<file path="src/hw/host_port_consts.svh">
`ifndef HOST_PORT_CONSTS_SVH
`define HOST_PORT_CONSTS_SVH
// Port offsets within the four-byte block.
`define HP_OFS_CTRL 2'h0
`define HP_OFS_DATA 2'h1
`define HP_OFS_IRQ 2'h2
// Control port bit positions.
`define HP_CB_FULL 7
`define HP_CB_LOGIC 6
`define HP_CB_IRQCLR 5
`define HP_CB_BUSRST 4
// Interrupt flag port bit positions.
`define HP_IB_ANY 7
`define HP_IB_SEEN 3
`define HP_IB_DONE 2
`define HP_IB_OBF 1
`define HP_IB_IBF 0
// Reset values.
`define HP_IRQ_RST 8'h00
`define HP_DATA_RST 8'h00
// Bus reset drive time and clock period.
`define HP_BUSRST_NS 25000
`define HP_CLK_NS 40
`define HP_BUSRST_CYC ((`HP_BUSRST_NS + `HP_CLK_NS - 1) / `HP_CLK_NS)
// Reply buffer shape.
`define HP_FIFO_DEPTH 16
`endif

</file>
<file path="src/hw/host_port_pkg.sv">
package host_port_pkg;
  // Status port layout, bit 7 down to bit 0.
  typedef struct packed {
    logic selftest_running;
    logic selftest_failed;
    logic mailbox_setup_needed;
    logic idle;
    logic out_port_full;
    logic in_port_full;
    logic zero_bit;
    logic bad_command;
  } status_s;
  // Reset sequencer states, one-hot.
  typedef enum logic [1:0] {
    ST_TEST = 2'b01,
    ST_RUN  = 2'b10
  } seq_e;
endpackage : host_port_pkg

</file>
<file path="src/hw/host_io_port_interface.sv">
`timescale 1ns/10ps
`include "host_port_consts.svh"
// Overview of operation
// Three byte ports decoded from selectable base
// Control bits act once, self clear
// Full reset reruns diagnostics, resets bus
// Self test busy, then setup and idle
// Logic reset abandons commands, sets setup, idle
// Interrupt clear empties flags, drops line
// Mailbox interrupts wait behind high ones
// High interrupts need no flags, port empty
// Bus reset request drives line 25 us
// Host writes zero to reserved control bits
// Diagnostics end sets setup or failed
// Failed stays until full reset
// Host runs mailbox init when needed
// Idle only when nothing outstanding
// Command write sets out full until taken
// Reply load sets in full, read clears
// Bad byte sets bad command, ends early
// Every command ends with command done
// Bad command valid only with done
// Status bit one reads zero
// Host never writes interrupt port
// Any flag sets bit seven and line
// Only external bus resets flag seen
// Resets also clear interrupt flags
// Only data reads have side effects
module host_io_port_interface
  import host_port_pkg::*;
#(
  parameter int FIFO_DEPTH = `HP_FIFO_DEPTH
) (
  input  wire logic       ref_clk_i,
  input  wire logic       reset_i,
  input  wire logic [9:0] io_addr_i,
  input  wire logic [9:0] base_addr_i,
  input  wire logic       io_rd_i,
  input  wire logic       io_wr_i,
  input  wire logic [7:0] io_wdata_i,
  output logic      [7:0] io_rdata_o,
  output logic            irq_o,
  output logic            scsi_rst_o,
  input  wire logic       scsi_rst_seen_i,
  output logic      [7:0] cmd_byte_o,
  output logic            cmd_valid_o,
  input  wire logic       cmd_taken_i,
  input  wire logic       cmd_bad_i,
  input  wire logic       cmd_done_i,
  input  wire logic       busy_i,
  input  wire logic       mbx_init_done_i,
  input  wire logic       outbox_free_i,
  input  wire logic       inbox_full_i,
  input  wire logic       diag_done_i,
  input  wire logic       diag_pass_i,
  output logic            proc_reset_o,
  output logic            abandon_o,
  input  wire logic       reply_valid_i,
  output logic            reply_ready_o,
  input  wire logic [7:0] reply_data_i
);
  localparam int RST_CYC = `HP_BUSRST_CYC;

  seq_e        state;
  status_s     status;
  logic [3:0]  flags;
  logic [3:0]  pend;
  logic [7:0]  reply_byte;
  logic [9:0]  rst_cnt;
  logic        rst_in_q;
  logic        rst_tail;
  logic        fifo_valid;
  logic [7:0]  fifo_data;

  // Address decode: the base selects a four-byte block, the low bits the port.
  wire       hit      = io_addr_i[9:2] == base_addr_i[9:2];
  wire [1:0] ofs      = io_addr_i[1:0];
  wire       wr_ctrl  = io_wr_i & hit & (ofs == `HP_OFS_CTRL);
  wire       wr_data  = io_wr_i & hit & (ofs == `HP_OFS_DATA);
  wire       rd_data  = io_rd_i & hit & (ofs == `HP_OFS_DATA);
  wire       rd_hit   = io_rd_i & hit;
  // Writes to the interrupt port and bits 3..0 of control are ignored. R21 R10
  wire       do_full  = wr_ctrl & io_wdata_i[`HP_CB_FULL];
  wire       do_logic = wr_ctrl & io_wdata_i[`HP_CB_LOGIC] & ~do_full;
  wire       do_clr   = wr_ctrl & io_wdata_i[`HP_CB_IRQCLR];
  wire       do_bus   = wr_ctrl & io_wdata_i[`HP_CB_BUSRST];
  wire       wipe     = do_full | do_logic;

  // The reply byte moves from the buffer whenever the port is empty and the self test is over.
  wire       load     = fifo_valid & ~status.in_port_full & (state == ST_RUN);
  wire       test_end = (state == ST_TEST) & diag_done_i;

  // A bus reset echoed from our own drive must not flag; the tail covers one extra cycle.
  wire       ext_rst  = scsi_rst_seen_i & ~rst_in_q & ~scsi_rst_o & ~rst_tail;

  // Raw events, merged with those still waiting to be posted.
  wire [3:0] ev       = {ext_rst, cmd_done_i, outbox_free_i, inbox_full_i};
  wire [3:0] want     = pend | ev;
  wire       hi_block = flags[3] | flags[2];
  // A reply byte loading this cycle counts as a full port, so completion never overtakes its data.
  wire       hi_ok    = (flags == 4'h0) & ~status.in_port_full & ~load;
  wire [3:0] post     = {want[3] & hi_ok, want[2] & hi_ok & ~want[3],
                         want[1:0] & {2{~hi_block}}};
  wire [3:0] kept     = do_clr ? 4'h0 : flags;
  wire [3:0] next_flags = wipe ? 4'h0 : (kept | post);
  wire [3:0] next_pend  = wipe ? 4'h0 : (want & ~post);

  // Interrupt flag port image; bits 6..4 are hard zero.
  wire [7:0] irq_view = {|flags, 3'h0, flags};
  wire [7:0] rd_mux   = (ofs == `HP_OFS_CTRL) ? status :
                        (ofs == `HP_OFS_DATA) ? reply_byte :
                        (ofs == `HP_OFS_IRQ)  ? irq_view : 8'h00;

  // Reply bytes queue here so the processor can run ahead of a slow host.
  reply_fifo #(
    .WIDTH (8),
    .DEPTH (FIFO_DEPTH)
  ) u_reply (
    .ref_clk_i   (ref_clk_i),
    .reset_i     (reset_i),
    .in_valid_i  (reply_valid_i),
    .in_ready_o  (reply_ready_o),
    .in_data_i   (reply_data_i),
    .out_valid_o (fifo_valid),
    .out_ready_i (load),
    .out_data_o  (fifo_data)
  );

  // Reset sequencer: power-on and full reset both run the self test.
  always_ff @(posedge ref_clk_i)
  begin
    if (reset_i)
      state <= ST_TEST;
    else if (do_full)
      state <= ST_TEST;
    else
    begin
      case (state)
        ST_TEST: state <= diag_done_i ? ST_RUN : ST_TEST;
        ST_RUN:  state <= ST_RUN;
        default: state <= ST_TEST;
      endcase
    end
  end

  // Status bits.
  always_ff @(posedge ref_clk_i)
  begin
    if (reset_i)
      status <= '{selftest_running: 1'b1, default: 1'b0};
    else
    begin
      status.zero_bit <= 1'b0;
      status.selftest_running <= do_full | (status.selftest_running & ~test_end);
      if (do_full)
        status.selftest_failed <= 1'b0;
      else if (test_end & ~diag_pass_i)
        status.selftest_failed <= 1'b1;
      if (do_full)
        status.mailbox_setup_needed <= 1'b0;
      else if ((test_end & diag_pass_i) | do_logic)
        status.mailbox_setup_needed <= 1'b1;
      else if (mbx_init_done_i)
        status.mailbox_setup_needed <= 1'b0;
      // Idle follows the processor only once the test is over. R14
      status.idle <= ~do_full & (test_end | do_logic |
                     (~busy_i & ~status.selftest_running));
      // A host write sets the flag; taking the byte clears it; the set wins. R15
      status.out_port_full <= wr_data | (status.out_port_full & ~cmd_taken_i & ~wipe);
      // Loading sets, the host read clears; load wins over a same-cycle read. R16
      status.in_port_full <= load | (status.in_port_full & ~rd_data & ~wipe);
      // Bad command rises on an invalid byte and is dropped when a new command is written with the done flag clear. R17 R19
      status.bad_command <= cmd_bad_i | (status.bad_command & ~wipe &
                            ~(wr_data & ~flags[2]));
    end
  end

  // Interrupt flags, waiting events and the line itself.
  always_ff @(posedge ref_clk_i)
  begin
    if (reset_i)
    begin
      flags <= 4'(`HP_IRQ_RST);
      pend  <= 4'h0;
      irq_o <= 1'b0;
    end
    else
    begin
      flags <= next_flags;
      pend  <= next_pend;
      irq_o <= |next_flags;
    end
  end

  // Command byte out to the processor and reply byte in from the buffer.
  always_ff @(posedge ref_clk_i)
  begin
    if (reset_i)
    begin
      cmd_byte_o  <= `HP_DATA_RST;
      cmd_valid_o <= 1'b0;
      reply_byte  <= `HP_DATA_RST;
    end
    else
    begin
      cmd_byte_o  <= wr_data ? io_wdata_i : cmd_byte_o;
      cmd_valid_o <= wr_data | (cmd_valid_o & ~cmd_taken_i & ~wipe);
      reply_byte  <= load ? fifo_data : reply_byte;
    end
  end

  // Read data is registered and answers one cycle after the strobe.
  always_ff @(posedge ref_clk_i)
  begin
    if (reset_i)
      io_rdata_o <= 8'h00;
    else
      io_rdata_o <= rd_hit ? rd_mux : 8'h00;
  end

  // One-cycle command pulses toward the processor. R02
  always_ff @(posedge ref_clk_i)
  begin
    if (reset_i)
    begin
      proc_reset_o <= 1'b0;
      abandon_o    <= 1'b0;
    end
    else
    begin
      proc_reset_o <= do_full;
      abandon_o    <= do_logic;
    end
  end

  // Bus reset drive; a new request restarts the full period.
  always_ff @(posedge ref_clk_i)
  begin
    if (reset_i)
    begin
      rst_cnt    <= 10'h000;
      scsi_rst_o <= 1'b0;
      rst_in_q   <= 1'b0;
      rst_tail   <= 1'b0;
    end
    else
    begin
      if (do_full | do_bus)
        rst_cnt <= 10'(RST_CYC - 1);
      else if (rst_cnt != 10'h000)
        rst_cnt <= rst_cnt - 10'h001;
      scsi_rst_o <= do_full | do_bus | (rst_cnt != 10'h000);
      rst_in_q   <= scsi_rst_seen_i;
      rst_tail   <= scsi_rst_o;
    end
  end

  // Checks.
  logic [10:0] hi_cnt;
  always_ff @(posedge ref_clk_i)
  begin
    if (reset_i)
      hi_cnt <= 11'h000;
    else if (do_full | do_bus)
      hi_cnt <= 11'h000;
    else if (scsi_rst_o)
      hi_cnt <= hi_cnt + 11'h001;
  end
endmodule : host_io_port_interface

</file>
<file path="src/hw/reply_fifo.sv">
`timescale 1ns/10ps
module reply_fifo #(
  parameter int WIDTH = 8,
  parameter int DEPTH = 16
) (
  input  wire logic             ref_clk_i,
  input  wire logic             reset_i,
  input  wire logic             in_valid_i,
  output logic                  in_ready_o,
  input  wire logic [WIDTH-1:0] in_data_i,
  output logic                  out_valid_o,
  input  wire logic             out_ready_i,
  output logic      [WIDTH-1:0] out_data_o
);
  localparam int AW = $clog2(DEPTH);
  logic [WIDTH-1:0] mem [DEPTH];
  logic [AW-1:0]    wr_ptr;
  logic [AW-1:0]    rd_ptr;
  logic [AW:0]      count;
  wire              push = in_valid_i & in_ready_o;
  wire              pop  = out_valid_o & out_ready_i;
  wire [AW:0]       next_count = count + {{AW{1'b0}}, push} - {{AW{1'b0}}, pop};
  assign out_data_o = mem[rd_ptr];
  // Ready and valid are registered from the next count, so full and empty never lie.
  always_ff @(posedge ref_clk_i)
  begin
    if (reset_i)
    begin
      wr_ptr      <= '0;
      rd_ptr      <= '0;
      count       <= '0;
      in_ready_o  <= 1'b1;
      out_valid_o <= 1'b0;
    end
    else
    begin
      wr_ptr      <= push ? wr_ptr + 1'b1 : wr_ptr;
      rd_ptr      <= pop ? rd_ptr + 1'b1 : rd_ptr;
      count       <= next_count;
      in_ready_o  <= next_count != DEPTH[AW:0];
      out_valid_o <= next_count != '0;
    end
  end
  // Storage has no reset; only the pointers matter.
  always_ff @(posedge ref_clk_i)
  begin
    if (push)
    begin
      mem[wr_ptr] <= in_data_i;
    end
  end
endmodule : reply_fifo

</file>
<file path="config.mk">
export PLATFORM = sky130hd
export DESIGN_NAME = host_io_port_interface
export DESIGN_NICKNAME = d
export VERILOG_FILES = /design/src/hw/host_port_pkg.sv /design/src/hw/host_io_port_interface.sv /design/src/hw/reply_fifo.sv
export VERILOG_INCLUDE_DIRS = /design/src /design/src/hw
export SDC_FILE = /design/constraint.sdc
export NUM_CORES = 1
export LEC_CHECK = 0
export BUFFER_PORTS_ARGS = -buffer_cell sky130_fd_sc_hd__buf_2
export CELL_PAD_IN_SITES_DETAIL_PLACEMENT = 1
export CELL_PAD_IN_SITES_GLOBAL_PLACEMENT = 2
export CORE_MARGIN = 3
export CORE_UTILIZATION = 40
export CTS_BUF_LIST = sky130_fd_sc_hd__clkbuf_4 sky130_fd_sc_hd__clkbuf_8
export DETAILED_ROUTE_END_ITERATION = 10
export PLACE_DENSITY_LB_ADDON = 0.1
export REMOVE_ABC_BUFFERS = 1
export SLEW_MARGIN = 10
export SYNTH_ARGS = -nofsm -noshare
export SYNTH_HDL_FRONTEND = slang
export SYNTH_SLANG_ARGS = --single-unit
export TNS_END_PERCENT = 20
</file>
<file path="constraint.sdc">
create_clock -name ref_clk_i -period 2.75 [get_ports ref_clk_i]
set_clock_uncertainty 0.15 [all_clocks]
set_input_delay 0.275 -clock ref_clk_i [delete_from_list [all_inputs] [get_ports ref_clk_i]]
set_output_delay 0.275 -clock ref_clk_i [all_outputs]
set_load 0.005 [all_outputs]
</file>
==> metrics.txt <==
portion of synthesized cell area occupied by the leading cell type=0.4787; # Max-Cap Violations=0; initial antenna violation count=0; class of the tightest hold or removal check=input port to flop; count of fill cells added during filler insertion=around 2.0k; hold slack=0.03287 ns; max-slew headroom at the worst pin=0.4385; placed insts=903; Mapped Avg Cell Area=14.26 sq um; Area Overhead vs Synth=24.14%; Post-synth ARST share=0; vias per inst=5.099; data arrival time of the worst path=2.86 ns; pre-CTS setup slack=-0.07747 ns; number of buffers added on ports=70; total global routing track utilization=0.1778; max-slew violations=0; post-synthesis cell area=0.008029 sq mm; instance count of the mapped netlist=563; Max Root-Sink Buffers=3; post-detailed-route count of antenna-violating nets=0; total number of nets in the final design=772; post-detailed-route wirelength per cell=19.22 um; hold violation count in the final report=0; total of warnings raised by yosys=0; cell with the largest stage delay on the worst path=fa_2; final RePlAce weighted congestion=roughly 0.75; distinct cell type count of the synthesized netlist=50; number of global-route vias before repair=about 5.5k; ordered list of cells on the worst path=inv_1, ha_2, nand2_1, or2_4, inv_2, ha_1, inv_1, ha_2, inv_1, fa_2, nor2b_2, o21ai_2, a21oi_2, nor3b_4, o21bai_1; total wire length after detailed routing=between 15000 and 20000 um; clock tree from TritonCTS=done; number of search-and-repair iterations in the first detailed-routing pass=4; first-pass GRT wire length=29930 um; power per standard cell area=778.0 mW/mm^2; maximum clock rate=379.9 MHz; Ports=73; actual transition at the worst max-transition pin=0.8345 ns; most numerous cell on the critical path=inv_1; net switching power=~2 mW; required time at the worst-slack endpoint=2.98 ns; proportion of power drawn by the clock network=0.372; leakage dissipation=3.630 nW; Skew-Pair Late Insertion Delay=~0.52 ns; logic gate share of total power=0.167; net switching share of the total power=0.2589; total CTS buffers=36; worst hold path cell count=4; layout cells sized above 1=0.2933; Peak VDD IR=about 0.47 mV; depth of the CTS H-tree=2; largest driver fanout on the critical path=3; final period utilization=0.9573; initial cell density of the core=0.4098; Worst Setup Path Type=flop to flop; total global routing overflow=0; initial detailed-routing violation count=191; core outline area=0.01959 sq mm; number of cell rows=51; Yosys reg bits=201; Critical Path End Type=flop; hold endpoint=status[0]; drc violations=0; most used flip-flop cell after synthesis=edfxtp_1; total number of vias=5089; final non-filler cell total=998; multi-input gate area in the final layout=0.002597 sq mm; CTS root buffer=clkbuf_8; met3 demand-to-capacity share in global routing=0.03372; sequential share of power=0.461; worst r2r path cells=15; Vert. Die Dim=between 100 and 150 um; min Tclk post-route=2.633 ns; delay of the slowest cell on the worst path=approximately 0.34 ns; hold wc startpoint=io_wr_i; sequential standard cell area=0.005306 sq mm; register area share after synthesis=0.6607; met2 track utilization from global routing=0.3058; Crit Reg-Reg Startpoint=state[0]; Die Footprint=0.02181 sq mm; cell-internal power=5.747 mW; ant diodes=0; Top Usage Layer GRT=met2; result of the run=finished, final reports clean; end-of-flow core utilization=0.5088; R2R Setup Slk=about 0.12 ns; Sum Neg Setup Slack=0 ns; most area-consuming cells after synthesis=edfxtp_1 (48%), dfxtp_1 (18%), mux4_2 (9.0%); width of the die=between 100 and 150 um; endpoints failing setup=0; R2R Path End=u_reply.out_valid_o; cell accounting for the most synthesized area=edfxtp_1; postcts setup bufs=0; number of flops mapped to enable cells by yosys=128; met1 capacity usage during global routing=0.2217; total number of clock tree sinks=between 200 and 250; PnR worst setup slack=0.1175 ns; pin count of the biggest net entering global routing=36; kind of start point of the critical path=flop; post-DP HPWL=12730 um; clock-pin slew reported for the worst setup and hold paths after clock tree synthesis=0.05 ns
layer usage:
metal | routed length [um] | vias up
met3 | 822 | 36
met2 | 9571 | 119
met1 | 8250 | 2547
li1 | - | 2387
met4 | 535 | 0
met5 | 0 | -
worst max-delay path by stage:
stage	startpoint	endpoint	slack, ns	depth (start not counted)
6_report	state[0]	u_reply.out_valid_o	0.12	15
5_1_grt	state[0]	u_reply.out_valid_o	-0.03	15
4_1_cts	state[0]	u_reply.out_valid_o	0.01	15
3_5_place_dp	state[0]	u_reply.in_ready_o	-0.08	15
3_3_place_gp	state[0]	u_reply.out_valid_o	-0.005	15
2_1_floorplan	state[0]	u_reply.out_valid_o	-0.14	15
power by group through the flow:
| stage | clock network, mW | logic (mW) | registers (mW) |
|---|---|---|---|
| global route | 3.11 | 1.45 | 3.60 |
| detailed placement | 0 | 1.20 | 3.64 |
| floorplan | 0 | 0.822 | 3.60 |
| global placement | 0 | 1.15 | 3.62 |
| CTS | 2.99 | 1.25 | 3.58 |
| finish | 2.88 | 1.30 | 3.57 |
placed cells by master, fill, tap and decap left out, drive strengths merged, types with 3 or more instances in the layout:
cell type    count
a21oi           36
o21ai            7
clkinv           5
inv             20
nand4            4
and2             4
mux4            32
mux2i           18
edfxtp         128
dlygate4sd3     31
nor2            71
nand2b           4
a21o             4
nor4             5
nor2b            8
dfxtp           73
or3              5
xnor2           14
a21bo            4
ha              13
nor3            14
or2              4
o21a             3
a22oi           17
xor2             8
buf             99
nor3b            3
clkbuf          56
nand2           20
cell type report:
type / instances / share of cell area
flip-flops and latches: 201 / 0.5324
multi-input cells: 320 / 0.2606
repair buffers: 130 / 0.09064
clock buffers: 56 / 0.06917
well taps: 265 / 0.03327
clock inverters: 8 / 0.007155
inverters: 18 / 0.006779
metrics by stage:
step                      cell area [sq um]  power (mW)
after floorplan                        7926       4.422
after global placement                 8857       4.773
after detailed placement               8857       4.836
after CTS                              9936       7.823
after global routing                   9967       8.154
final                                  9967       7.754
cell usage after synthesis (5+ instances only):
cell type	number
nor3_1	13
dfxtp_1	73
clkbuf_1	11
mux4_2	32
a21oi_1	36
inv_1	18
o21ai_0	7
nor2_1	71
buf_2	6
ha_1	13
mux2i_1	18
nand2_1	20
buf_1	5
nor2b_1	8
edfxtp_1	128
a22oi_1	17
xnor2_1	14
nor4_1	5
xor2_1	8
critical path: cells and delay by family, from the launching register on:
kind                     cells  cell delay, ns
adder cells (fa/ha/maj)      4            0.90
AND/OR/NAND/NOR              4            0.49
AO/OA/AOI/OAI                3            0.42
flip-flops                   1            0.31
buffers and inverters        4            0.22
sequential cells by signal (all words and copies together) (netlist names), 2 cells and up:
| name | cells |
|---|---|
| u_reply.rd_ptr | 4 |
| status | 7 |
| u_reply.mem | 128 |
| io_rdata_o | 8 |
| cmd_byte_o | 8 |
| rst_cnt | 10 |
| u_reply.wr_ptr | 4 |
| flags | 4 |
| reply_byte | 8 |
| pend | 4 |
| u_reply.count | 5 |
| state | 2 |
cell families (layout without fill, tap and decap cells):
kind of cell	after synthesis	after routing	synth area share
AND/OR/NAND/NOR	152	152	0.09365
XOR/XNOR	22	22	0.02400
adder cells (fa/ha/maj)	14	14	0.02275
flip-flops	201	201	0.6607
buffers and inverters	42	212	0.02119
multiplexers	51	51	0.1136
AO/OA/AOI/OAI	81	81	0.06405
what timing repair did:
item	4_1_cts	5_1_grt
pin swaps	1	2
resized for setup	3	9
setup endpoints to repair	3	2
hold endpoints to repair	140	0
hold buffers	31	0
Power figures use the tool's default switching activity.
